$ cat src/verilog/omlp_pkg.sv
// Constants for the OR / move / load-pointer execution unit.
// Assumes a single core clock and a four-phase instruction cycle.
package omlp_pkg;
  // Instruction cycle phases, one clock each
  typedef enum logic [1:0] {
    OMLP_Q1 = 2'b00,
    OMLP_Q2 = 2'b01,
    OMLP_Q3 = 2'b10,
    OMLP_Q4 = 2'b11
  } omlp_phase_t;

  localparam int unsigned IW = 16;
  localparam int unsigned DW = 8;
  localparam int unsigned AW = 12;
  localparam int unsigned RW = 4;

  // Opcode fields
  localparam logic [7:0] OPC_OR_LIT    = 8'h09;
  localparam logic [5:0] OPC_OR_FILE   = 6'h04;
  localparam logic [5:0] OPC_MOVE_FILE = 6'h14;
  localparam logic [7:0] OPC_LOAD_PTR  = 8'hee;
  localparam logic [1:0] PTR_SEL_MAX   = 2'h2;
  localparam int unsigned DEST_BIT     = 9;
  localparam int unsigned BANK_BIT     = 8;
  localparam int unsigned SEL_LSB      = 4;

  // Access bank split and pages
  localparam logic [7:0] ACC_SPLIT     = 8'h5f;
  localparam logic [3:0] ACC_LOW_PAGE  = 4'h0;
  localparam logic [3:0] ACC_HIGH_PAGE = 4'hf;

  // Software register indexes
  localparam logic [RW-1:0] REG_ACC    = 4'h0;
  localparam logic [RW-1:0] REG_BANK   = 4'h1;
  localparam logic [RW-1:0] REG_FLAGS  = 4'h2;
  localparam logic [RW-1:0] REG_CTRL   = 4'h3;
  localparam logic [RW-1:0] REG_PTR0L  = 4'h4;
  localparam logic [RW-1:0] REG_PTR2H  = 4'h9;
  localparam logic [RW-1:0] REG_INFO   = 4'ha;

  // Field positions
  localparam int unsigned FLAG_N       = 4;
  localparam int unsigned FLAG_Z       = 2;
  localparam int unsigned CTRL_EXT     = 0;
  localparam int unsigned CTRL_ILL_CLR = 1;
  localparam int unsigned INFO_ILL     = 0;
  localparam int unsigned INFO_PEND    = 1;

  localparam logic [DW-1:0] RST_BYTE   = 8'h00;
  localparam logic [3:0]    RST_NIB    = 4'h0;
endpackage

$ cat src/verilog/omlp_exec.sv
// Execution unit for OR-literal, OR-file, move-file and load-pointer.
// Assumes program memory and data memory on ref_clk; data memory answers
// a read in the clock after its read strobe.
//
// The plain strobed port and the address map were chosen for this implementation.
`timescale 1ns/10ps
module omlp_exec (
  input  wire logic                    ref_clk,
  input  wire logic                    rst_b,
  input  wire logic [omlp_pkg::IW-1:0] instr_word,
  input  wire logic                    instr_valid,
  output logic                         instr_ready,
  output logic [omlp_pkg::AW-1:0]      dmem_addr_q,
  output logic                         dmem_rd_q,
  input  wire logic [omlp_pkg::DW-1:0] dmem_rdata,
  output logic                         dmem_wr_q,
  output logic [omlp_pkg::DW-1:0]      dmem_wdata_q,
  input  wire logic [omlp_pkg::RW-1:0] sw_addr,
  input  wire logic [omlp_pkg::DW-1:0] sw_wdata,
  input  wire logic                    sw_wr,
  input  wire logic                    sw_rd,
  output logic [omlp_pkg::DW-1:0]      sw_rdata_q
);
  import omlp_pkg::*;

  omlp_phase_t     phase_q;
  logic [IW-1:0]   ir_q;
  logic            live_q;
  logic            second_q;
  logic            pend_q;
  logic [1:0]      sel_q;
  logic [DW-1:0]   acc_q;
  logic [3:0]      bank_q;
  logic            neg_q;
  logic            zero_q;
  logic            ext_q;
  logic            ill_q;
  logic [3:0]      ptr_hi_q [3];
  logic [DW-1:0]   ptr_lo_q [3];
  logic            take;
  logic            commit;
  logic            is_orl;
  logic            is_orf;
  logic            is_mov;
  logic            is_lp1;
  logic            is_lp2;
  logic            is_bad;
  logic            dest_file;
  logic [DW-1:0]   result;
  logic [AW-1:0]   f_addr;

  // Resolves the 8-bit file field to a data space address
  function automatic logic [AW-1:0] file_addr(input logic [DW-1:0] f,
                                              input logic          banked,
                                              input logic [3:0]    bank,
                                              input logic          ext,
                                              input logic [AW-1:0] base);
    if (banked) begin
      file_addr = {bank, f};
    end else if (ext && f <= ACC_SPLIT) begin
      file_addr = AW'(base + {4'h0, f});
    end else if (f <= ACC_SPLIT) begin
      file_addr = {ACC_LOW_PAGE, f};
    end else begin
      file_addr = {ACC_HIGH_PAGE, f};
    end
  endfunction

  // Places N and Z at their register positions; the other bits read 0
  function automatic logic [DW-1:0] flag_byte(input logic n,
                                              input logic z);
    flag_byte         = RST_BYTE;
    flag_byte[FLAG_N] = n;
    flag_byte[FLAG_Z] = z;
  endfunction

  // Phase sequencer; runs freely so every cycle is four clocks
  always_ff @(posedge ref_clk or negedge rst_b) begin
    if (!rst_b) begin
      phase_q <= OMLP_Q1;
    end else begin
      case (phase_q)
        OMLP_Q1: phase_q <= OMLP_Q2;
        OMLP_Q2: phase_q <= OMLP_Q3;
        OMLP_Q3: phase_q <= OMLP_Q4;
        OMLP_Q4: phase_q <= OMLP_Q1;
        default: phase_q <= OMLP_Q1;
      endcase
    end
  end

  assign instr_ready = (phase_q == OMLP_Q1);
  assign take        = instr_ready && instr_valid;
  assign commit      = live_q && (phase_q == OMLP_Q4);

  // Fetch: a word is only accepted in Q1
  always_ff @(posedge ref_clk or negedge rst_b) begin
    if (!rst_b) begin
      ir_q     <= {IW{1'b0}};
      live_q   <= 1'b0;
      second_q <= 1'b0;
    end else if (phase_q == OMLP_Q1) begin
      live_q   <= take;
      second_q <= take && pend_q;
      if (take) begin
        ir_q <= instr_word;
      end
    end
  end

  // Decode
  assign is_orl    = live_q && !second_q && ir_q[15:8] == OPC_OR_LIT;
  assign is_orf    = live_q && !second_q && ir_q[15:10] == OPC_OR_FILE;
  assign is_mov    = live_q && !second_q && ir_q[15:10] == OPC_MOVE_FILE;
  assign is_lp1    = live_q && !second_q && ir_q[15:8] == OPC_LOAD_PTR
                     && ir_q[SEL_LSB+1:SEL_LSB] <= PTR_SEL_MAX;
  assign is_lp2    = live_q && second_q;
  assign is_bad    = live_q && !(is_orl || is_orf || is_mov || is_lp1 || is_lp2);
  assign dest_file = ir_q[DEST_BIT];
  assign f_addr    = file_addr(ir_q[7:0], ir_q[BANK_BIT], bank_q, ext_q,
                               {ptr_hi_q[2], ptr_lo_q[2]});

  // Operand arrives in Q4, the clock after the read strobe
  always_comb begin
    if (is_orl) begin
      result = acc_q | ir_q[7:0];
    end else if (is_orf) begin
      result = acc_q | dmem_rdata;
    end else begin
      result = dmem_rdata;
    end
  end

  // Data memory read in Q3 with the address resolved in Q2
  always_ff @(posedge ref_clk or negedge rst_b) begin
    if (!rst_b) begin
      dmem_addr_q <= {AW{1'b0}};
      dmem_rd_q   <= 1'b0;
    end else begin
      dmem_rd_q <= (phase_q == OMLP_Q2) && (is_orf || is_mov);
      if (phase_q == OMLP_Q2) begin
        dmem_addr_q <= f_addr;
      end
    end
  end

  // File write-back; the strobe is registered on the edge after Q4, and the memory takes it on the edge that ends the next Q1
  always_ff @(posedge ref_clk or negedge rst_b) begin
    if (!rst_b) begin
      dmem_wr_q    <= 1'b0;
      dmem_wdata_q <= RST_BYTE;
    end else begin
      dmem_wr_q <= commit && (is_orf || is_mov) && dest_file;
      if (commit) begin
        dmem_wdata_q <= result;
      end
    end
  end

  // Accumulator; a core write wins over a software write in the same clock
  always_ff @(posedge ref_clk or negedge rst_b) begin
    if (!rst_b) begin
      acc_q <= RST_BYTE;
    end else if (commit && (is_orl || ((is_orf || is_mov) && !dest_file))) begin
      acc_q <= result;
    end else if (sw_wr && sw_addr == REG_ACC) begin
      acc_q <= sw_wdata;
    end
  end

  // Negative and zero flags; load-pointer leaves them alone
  always_ff @(posedge ref_clk or negedge rst_b) begin
    if (!rst_b) begin
      neg_q  <= 1'b0;
      zero_q <= 1'b0;
    end else if (commit && (is_orl || is_orf || is_mov)) begin
      neg_q  <= result[DW-1];
      zero_q <= (result == RST_BYTE);
    end else if (sw_wr && sw_addr == REG_FLAGS) begin
      neg_q  <= sw_wdata[FLAG_N];
      zero_q <= sw_wdata[FLAG_Z];
    end
  end

  // Pointers: high nibble in the first cycle, low byte in the second
  always_ff @(posedge ref_clk or negedge rst_b) begin
    if (!rst_b) begin
      ptr_hi_q <= '{default: RST_NIB};
      ptr_lo_q <= '{default: RST_BYTE};
      pend_q   <= 1'b0;
      sel_q    <= 2'h0;
    end else begin
      if (commit && is_lp1) begin
        ptr_hi_q[ir_q[SEL_LSB+1:SEL_LSB]] <= ir_q[3:0];
        sel_q  <= ir_q[SEL_LSB+1:SEL_LSB];
        pend_q <= 1'b1;
      end else if (commit && is_lp2) begin
        ptr_lo_q[sel_q] <= ir_q[7:0];
        pend_q <= 1'b0;
      end else if (sw_wr && sw_addr >= REG_PTR0L && sw_addr <= REG_PTR2H) begin
        if (sw_addr[0]) begin
          ptr_hi_q[2'((sw_addr - REG_PTR0L) >> 1)] <= sw_wdata[3:0];
        end else begin
          ptr_lo_q[2'((sw_addr - REG_PTR0L) >> 1)] <= sw_wdata;
        end
      end
    end
  end

  // Bank select, extended-set enable, sticky unknown-opcode flag (set wins)
  always_ff @(posedge ref_clk or negedge rst_b) begin
    if (!rst_b) begin
      bank_q <= RST_NIB;
      ext_q  <= 1'b0;
      ill_q  <= 1'b0;
    end else begin
      if (sw_wr && sw_addr == REG_BANK) begin
        bank_q <= sw_wdata[3:0];
      end
      if (sw_wr && sw_addr == REG_CTRL) begin
        ext_q <= sw_wdata[CTRL_EXT];
      end
      if (commit && is_bad) begin
        ill_q <= 1'b1;
      end else if (sw_wr && sw_addr == REG_CTRL && sw_wdata[CTRL_ILL_CLR]) begin
        ill_q <= 1'b0;
      end
    end
  end

  // Read data stand for exactly one clock after the strobe
  always_ff @(posedge ref_clk or negedge rst_b) begin
    if (!rst_b) begin
      sw_rdata_q <= RST_BYTE;
    end else if (!sw_rd) begin
      sw_rdata_q <= RST_BYTE;
    end else if (sw_addr == REG_ACC) begin
      sw_rdata_q <= acc_q;
    end else if (sw_addr == REG_BANK) begin
      sw_rdata_q <= {4'h0, bank_q};
    end else if (sw_addr == REG_FLAGS) begin
      sw_rdata_q <= flag_byte(neg_q, zero_q);
    end else if (sw_addr == REG_CTRL) begin
      sw_rdata_q <= DW'({7'h00, ext_q} << CTRL_EXT);
    end else if (sw_addr >= REG_PTR0L && sw_addr <= REG_PTR2H) begin
      sw_rdata_q <= sw_addr[0] ? {4'h0, ptr_hi_q[2'((sw_addr - REG_PTR0L) >> 1)]}
                               : ptr_lo_q[2'((sw_addr - REG_PTR0L) >> 1)];
    end else if (sw_addr == REG_INFO) begin
      sw_rdata_q <= DW'({pend_q, ill_q} << INFO_ILL);
    end else begin
      sw_rdata_q <= RST_BYTE;
    end
  end

  // Checks
  phase_seq_a: assert property (@(posedge ref_clk) disable iff (!rst_b)
    phase_q == OMLP_Q1 |=> phase_q == OMLP_Q2 ##1 phase_q == OMLP_Q3 ##1 phase_q == OMLP_Q4)
    else $error("phase order broken");

  or_lit_acc_a: assert property (@(posedge ref_clk) disable iff (!rst_b)
    commit && is_orl |=> acc_q == ($past(acc_q) | $past(ir_q[7:0])) && !dmem_wr_q)
    else $error("or literal result wrong");

  nz_flags_a: assert property (@(posedge ref_clk) disable iff (!rst_b)
    commit && (is_orf || is_mov) |=> zero_q == ($past(result) == 8'h00)
      && neg_q == $past(result[DW-1]))
    else $error("flag update wrong");

  dest_file_a: assert property (@(posedge ref_clk) disable iff (!rst_b)
    commit && (is_orf || is_mov) && dest_file |=> dmem_wr_q
      && dmem_wdata_q == $past(result))
    else $error("file write-back missing");

  mov_to_acc_a: assert property (@(posedge ref_clk) disable iff (!rst_b)
    commit && is_mov && !dest_file |=> acc_q == $past(dmem_rdata) && !dmem_wr_q)
    else $error("move to accumulator wrong");

  bank_addr_a: assert property (@(posedge ref_clk) disable iff (!rst_b)
    dmem_rd_q && ir_q[BANK_BIT] |-> dmem_addr_q == {$past(bank_q), ir_q[7:0]})
    else $error("banked address wrong");

  access_addr_a: assert property (@(posedge ref_clk) disable iff (!rst_b)
    dmem_rd_q && !ir_q[BANK_BIT] && !$past(ext_q) |-> dmem_addr_q[7:0] == ir_q[7:0]
      && dmem_addr_q[11:8] == ((ir_q[7:0] > 8'h5f) ? 4'hf : 4'h0))
    else $error("access bank address wrong");

  indexed_a: assert property (@(posedge ref_clk) disable iff (!rst_b)
    dmem_rd_q && !ir_q[BANK_BIT] && $past(ext_q) && ir_q[7:0] <= 8'h5f
      |-> dmem_addr_q == 12'($past({ptr_hi_q[2], ptr_lo_q[2]}) + {4'h0, ir_q[7:0]}))
    else $error("indexed offset address wrong");

  ptr_high_a: assert property (@(posedge ref_clk) disable iff (!rst_b)
    commit && is_lp1 && !(sw_wr && sw_addr == REG_FLAGS)
      |=> $stable(neg_q) && $stable(zero_q) && pend_q
      && ptr_hi_q[sel_q] == $past(ir_q[3:0]))
    else $error("pointer high load wrong");

  ptr_low_a: assert property (@(posedge ref_clk) disable iff (!rst_b)
    commit && is_lp2 && !(sw_wr && sw_addr == REG_FLAGS)
      |=> !pend_q && ptr_lo_q[sel_q] == $past(ir_q[7:0]) && $stable(zero_q))
    else $error("pointer low load wrong");

  cov_or_file_c: cover property (@(posedge ref_clk) disable iff (!rst_b)
    commit && is_orf && dest_file);
  cov_load_ptr_c: cover property (@(posedge ref_clk) disable iff (!rst_b)
    commit && is_lp1 ##4 commit && is_lp2);
  cov_indexed_c: cover property (@(posedge ref_clk) disable iff (!rst_b)
    dmem_rd_q && is_mov && !ir_q[BANK_BIT] && ext_q);
endmodule // omlp_exec

$ cat config.mk
export PLATFORM = sky130hd
export DESIGN_NAME = omlp_exec
export DESIGN_NICKNAME = d
export VERILOG_FILES = /design/src/verilog/omlp_pkg.sv /design/src/verilog/omlp_exec.sv
export SDC_FILE = /design/constraint.sdc
export NUM_CORES = 1
export LEC_CHECK = 0
export BUFFER_PORTS_ARGS = -buffer_cell sky130_fd_sc_hd__buf_2
export CORE_ASPECT_RATIO = 0.8
export CORE_MARGIN = 1.5
export CORE_UTILIZATION = 59
export DETAILED_ROUTE_END_ITERATION = 10
export GPL_TIMING_DRIVEN = 0
export PLACE_DENSITY = 0.86
export SYNTH_ARGS = -nofsm -noshare
export SYNTH_HDL_FRONTEND = slang
export SYNTH_SLANG_ARGS = --single-unit
$ cat constraint.sdc
create_clock -name ref_clk -period 3.03 [get_ports ref_clk]
set_input_delay 0.1515 -clock ref_clk [delete_from_list [all_inputs] [get_ports ref_clk]]
set_output_delay 0.1515 -clock ref_clk [all_outputs]
set_load 0.05 [all_outputs]
=== Word-level counts from Yosys, hierarchy flattened ===
Index checks and enable logic that the tools add are counted.

* $add $sub $neg: 2
* Magnitude comparators: 10
* Eq/ne operators: 13
* Mux-type cells: 49
* Bitwise gates (word level): 6
* Reduce and logical (&&, ||, !) cells: 54

{| class="wikitable"
|+ Operator list
! cell !! count
|-
| 2-to-1 mux 8 bit || 15
|-
| 2-to-1 mux 12 bit || 7
|-
| 2-to-1 mux 24 bit || 3
|-
| bitwise mux 24 bit || 2
|-
| demux 8 bit (select 2 bit) || 2
|-
| logical AND 1 bit || 32
|-
| bitwise mux 12 bit || 2
|-
| binary-select mux 8 bit (select 2 bit) || 1
|-
| demux 4 bit (select 2 bit) || 2
|-
| 2-to-1 mux 4 bit || 4
|-
| OR 8 bit || 2
|-
| nonzero test 2 bit || 7
|-
| adder 12 x 8 -> 12 bit || 1
|-
| greater-or-equal comparator 3 bit, second input constant || 3
|-
| < comparator 3 x 1 -> 1 bit, second input constant || 3
|-
| inverter 2 -> 3 bit || 3
|-
| binary-select mux 4 bit (select 2 bit) || 1
|-
| == test 4 x 2 -> 1 bit, second input constant || 2
|-
| == test 8 x 4 -> 1 bit, second input constant || 1
|-
| == test 8 bit, second input constant || 1
|-
| <= comparator 8 x 7 -> 1 bit, second input constant || 1
|-
| zero test 8 bit || 1
|-
| 2-to-1 mux 1 bit || 8
|-
| one-hot mux 2 bit (4 select lines) || 1
|-
| 20 further kinds || 29
|}

* Register bits: 105
* Bits of input ports: 41
* Output and inout bits: 31
* Word-level logic and storage cells: 157

=== Longest topological paths before layout ===
* Depth in word-level cells: 12
* Gate-level depth with buffers: 9
* Gate-level depth less buffers: 9

=== Worst setup path before layout ===
OpenSTA, ideal clock, no wires.

* Path type: reg2reg
* Start: register second_q
* End: register acc_q[2]
* Library setup time: 0.126 ns
* Arrival: 2.006 ns
* Setup slack: 0.898 ns
* Stages on the path, launching flop included: 7
* Path buffers: 1
* Cells stage by stage: dfrtp_1 > nor4_4 > nand2_2 > or4_4 > nor2b_4 > buf_6 > a221o_1

* Word-level cells in the longest chain between the ends: 8
* Elaborated cells on any way between the ends: 13

{| class="wikitable"
|+ Ends and longest elaborated chain
! element !! RTL line !! text
|-
| from (decl) || omlp_exec.sv:29 || <nowiki>logic second_q;</nowiki>
|-
| from (signal assigned) || omlp_exec.sv:104 || <nowiki>second_q <= take && pend_q;</nowiki>
|-
| zero test 1 bit * || omlp_exec.sv:112, omlp_exec.sv:113, omlp_exec.sv:114 ||
|-
| logical AND 1 bit * || omlp_exec.sv:112, omlp_exec.sv:113, omlp_exec.sv:114 ||
|-
| logical AND 1 bit (on tied branches) || omlp_exec.sv:113, omlp_exec.sv:114 ||
|-
| logical OR 1 bit || omlp_exec.sv:164 || <nowiki>end else if (commit && (is_orl || ((is_orf || is_mov) && !dest_file))) begin</nowiki>
|-
| logical AND 1 bit || omlp_exec.sv:164 ||
|-
| logical OR 1 bit || omlp_exec.sv:164 ||
|-
| logical AND 1 bit || omlp_exec.sv:164 ||
|-
| 2-to-1 mux 8 bit or nonzero test 2 bit (tied branches) || - ||
|-
| to (signal assigned) || omlp_exec.sv:165 || <nowiki>acc_q <= result;</nowiki>
|-
| to (signal assigned) || omlp_exec.sv:167 || <nowiki>acc_q <= sw_wdata;</nowiki>
|-
| to (decl) || omlp_exec.sv:32 || <nowiki>logic [DW-1:0] acc_q;</nowiki>
|}

Every way passes the cells marked *; elsewhere a longest branch is shown, timed or not.
A chain may end at the register's enable or synchronous reset.

=== Worst setup path after layout ===
* Start: register ir_q[1]
* End: register dmem_addr_q[10] (netlist bit)

* Word-level cells in the longest chain between the ends: 4
* Elaborated cells on any way between the ends: 6

{| class="wikitable"
|+ Ends and longest elaborated chain
! element !! RTL line !! text
|-
| from (decl) || omlp_exec.sv:27 || <nowiki>logic [IW-1:0] ir_q;</nowiki>
|-
| from (signal assigned) || omlp_exec.sv:99 || <nowiki>ir_q <= {IW{1'b0}};</nowiki>
|-
| from (signal assigned) || omlp_exec.sv:106 || <nowiki>ir_q <= instr_word;</nowiki>
|-
| <= comparator 8 x 7 -> 1 bit || omlp_exec.sv:60, omlp_exec.sv:62 ||
|-
| 2-to-1 mux 12 bit or logical AND 1 bit (tied branches) || omlp_exec.sv:62, omlp_exec.sv:60 ||
|-
| 2-to-1 mux 12 bit * || omlp_exec.sv:60 || <nowiki>end else if (ext && f <= ACC_SPLIT) begin</nowiki>
|-
| 2-to-1 mux 12 bit * || omlp_exec.sv:58 || <nowiki>if (banked) begin</nowiki>
|-
| to (signal assigned) || omlp_exec.sv:137 || <nowiki>dmem_addr_q <= {AW{1'b0}};</nowiki>
|-
| to (signal assigned) || omlp_exec.sv:142 || <nowiki>dmem_addr_q <= f_addr;</nowiki>
|-
| to (decl) || omlp_exec.sv:13 || <nowiki>output logic [omlp_pkg::AW-1:0] dmem_addr_q,</nowiki>
|}

Marks and branches as above.

==> reports/qor.csv <==
metric,value,unit
1st-pass router iterations,8,
Starting Density,61.3,%
RSZ-0062 raised after global routing,no,
fmax,0.367,GHz
Worst-path clk slew,70,ps
final setup fails,0,
Async SR Flop Fraction,100,%
Worst Path Max Fanout,10,
Ant. Diodes,0,
clk_skew,10.6,ps
clock insertion delay at the later pin of the skew report,360,ps
I/O Buffers,64,
io pins,72,
Int Power,2.55,mW
Syn Inst Count,606,
vias in the first global route,5128,
layout cells sized above 1,24.0,%
Synth-to-Final Area Change,13.7,%
crit share post-route,90.0,%
Slew @ Worst Pin,983,ps
share of the synthesized area in the top cell type,44.1,%
syn avg cell area,9.84,um2
Max-Cap Viols,0,
global-route wire length before repair,26800,um
die height,92.9,um
Detail Route Antenna Nets,0,
min Tclk post-route,2730,ps
Total Routing Usage GR,33.5,%
gr ovfl total,0,
Most used DFF post-synth,dfrtp_1,
Post-synth EDFFs,0,
Via density,6.35,
Pins Over Slew Limit,0,
die area,10700,um2
postcts setup bufs,0,
DR WL/cell,20.5,um
clk root buf,clkbuf_16,
clock power share,29.3,%
Setup crit start kind,register,
"area leader, netlist",dfrtp_1,
via count,5230,
sequential cell area fraction in the yosys report,44.1,%
Die W,115,um
count of cell types in the netlist,70,
Post-synth top cells,"dfrtp_1, mux2_2, nand2_1",
DRT Wirelength,16900,um
syn nets,660,
Filler cells,741,
Clock H-tree levels,3,
CTS Buf Count,9,
final hold violation count,0,
arrival time worst endpoint,2960,ps
Mapped Area,5960,um2
gp weighted congestion,0.913,
Yosys Warn Count,0,
synth top area cells,"dfrtp_1, mux2_2, o21ai_0",
kind of critical path,reg -> reg,
initial antenna violation count,0,
top-count cell post-synth,dfrtp_1,
HPWL after detailed placement,12200,um
Pwr Density,576,nW/um2
DR iter-0 viols,665,
CTS tree,yes,
crit end category,register,
CTS Sinks,105,
nets,737,
critical path data required time,3260,ps
status,"complete, but fails checks",
maximum vdd ir drop,0.319,mV
Reg power frac,45.3,%
cell leakage power,3.08,nW
Yosys reg bits,105,
Switch Pwr,1.35,mW
# rows,32,
# DRC,1,
total chip power,3.90,mW
setup_tns,0,ps
Worst slew margin,33.8,%
hold crit path type,in -> reg,
core area,9730,um2
Switching Fraction,34.6,%
failing checks,design-rule violations,
Max clock buf depth,2,
maximum number of pins on one net before global-route repair,67,
Comb pwr share,25.4,%
==> final timing paths <==
| check | start | end | slack [ps] | depth (start not counted) |
|---|---|---|---|---|
| min in group asynchronous | rst_b | dmem_addr_q[7] | 330 | 2 |
| worst min register to register | dmem_wdata_q[0] | dmem_wdata_q[0] | 490 | 2 |
| worst max register to register | ir_q[1] | dmem_addr_q[10] | 300 | 9 |
| worst min-delay path | instr_word[14] | ir_q[14] | 20 | 2 |
| max in group asynchronous | rst_b | sw_rdata_q[5] | 2010 | 3 |
| worst max-delay path | ir_q[1] | dmem_addr_q[10] | 300 | 9 |
==> final cells by class <==
class                   instances  area, um2  area share, %
plain buffers                  38        170           2.51
flip-flops and latches        105       2630           38.8
clock inverters                 4       35.0          0.517
inverters                      19       71.3           1.05
repair buffers                 66        360           5.31
multi-input cells             444       3090           45.6
clock buffers                  11        253           3.73
well taps                     136        170           2.51
==> metrics by stage <==
stage          cells  hold slack (ps)  instance area [um2]  utilization [%]  setup WS (ps)
6_report         823             20.8                 6780             69.7            302
3_3_place_gp     806              384                 6450             66.3            501
2_1_floorplan    606             -144                 5960                -            898
4_1_cts          823             17.0                 6780             69.7            382
3_5_place_dp     807              166                 6480             66.6            428
5_1_grt          823             19.1                 6780             69.7           92.4
==> routing by layer <==
layer  part of all wire (%)  track usage (%)  vias to the layer above
met5                      0                0                        -
li1                       -                -                     2347
met4                    3.5             14.9                        0
met2                     44             49.6                      325
met3                     11             10.1                       59
met1                     42             45.4                     2499
==> layout by cell type (no fill, tap or decap), types with 3 or more instances in the layout <==
cell,count
dfrtp_1,105
buf_2,70
nand2_1,57
mux2_2,57
nor2_1,46
o21ai_0,45
a21oi_1,44
clkbuf_1,24
inv_1,19
nand3_1,19
mux2i_1,18
nor2b_1,16
a22o_1,16
a22oi_1,14
ha_1,12
a31oi_1,9
clkbuf_16,9
and2_1,6
nor3_1,6
a221o_1,6
nor4_1,5
nand4_1,5
nand2b_1,4
o211ai_1,4
buf_1,4
a21o_1,3
xor2_1,3
==> critical path, stage by stage (launching register included) <==
cell and delay, ps:
dfrtp_1 350, clkbuf_1 490, inv_1 230, fa_1 480, nor2b_1 210, o2111ai_1 190, nand3_1 210, a31oi_1 120
o21ai_0 220, a21oi_1 90
==> sequential cells by signal, summed over array words and instances, names as in the netlist, 4 cells and up <==
| name | count |
|---|---|
| bank_q | 4 |
| sw_rdata_q | 8 |
| ptr_lo_q | 24 |
| dmem_addr_q | 12 |
| acc_q | 8 |
| dmem_wdata_q | 8 |
| ir_q | 16 |
| ptr_hi_q | 12 |
==> power by group through the flow <==
| stage | logic (mW) | registers [mW] | clock network [mW] |
|---|---|---|---|
| 6_report | 0.990 | 1.77 | 1.15 |
| 3_3_place_gp | 0.931 | 1.77 | 0 |
| 5_1_grt | 1.08 | 1.78 | 1.20 |
| 3_5_place_dp | 0.971 | 1.78 | 0 |
| 2_1_floorplan | 0.544 | 1.88 | 0 |
| 4_1_cts | 0.980 | 1.76 | 1.16 |
==> cells by family after synthesis <==
kind of cell    count (synthesis)  share of synthesized area, %
flops                         105                          44.1
mux                            77                          14.2
compound gates                160                          17.4
simple gates                  190                          16.9
fa+ha+maj                      13                          2.85
xor+xnor                        4                         0.588
buf+inv                        57                          4.05
==> what timing repair did <==
| item | in CTS | in global routing |
|---|---|---|
| hold buffers | 1 | 0 |
| endpoints found under the hold margin | 39 | 0 |
| gates resized for setup | 0 | 0 |
Power figures use the tool's default switching activity.
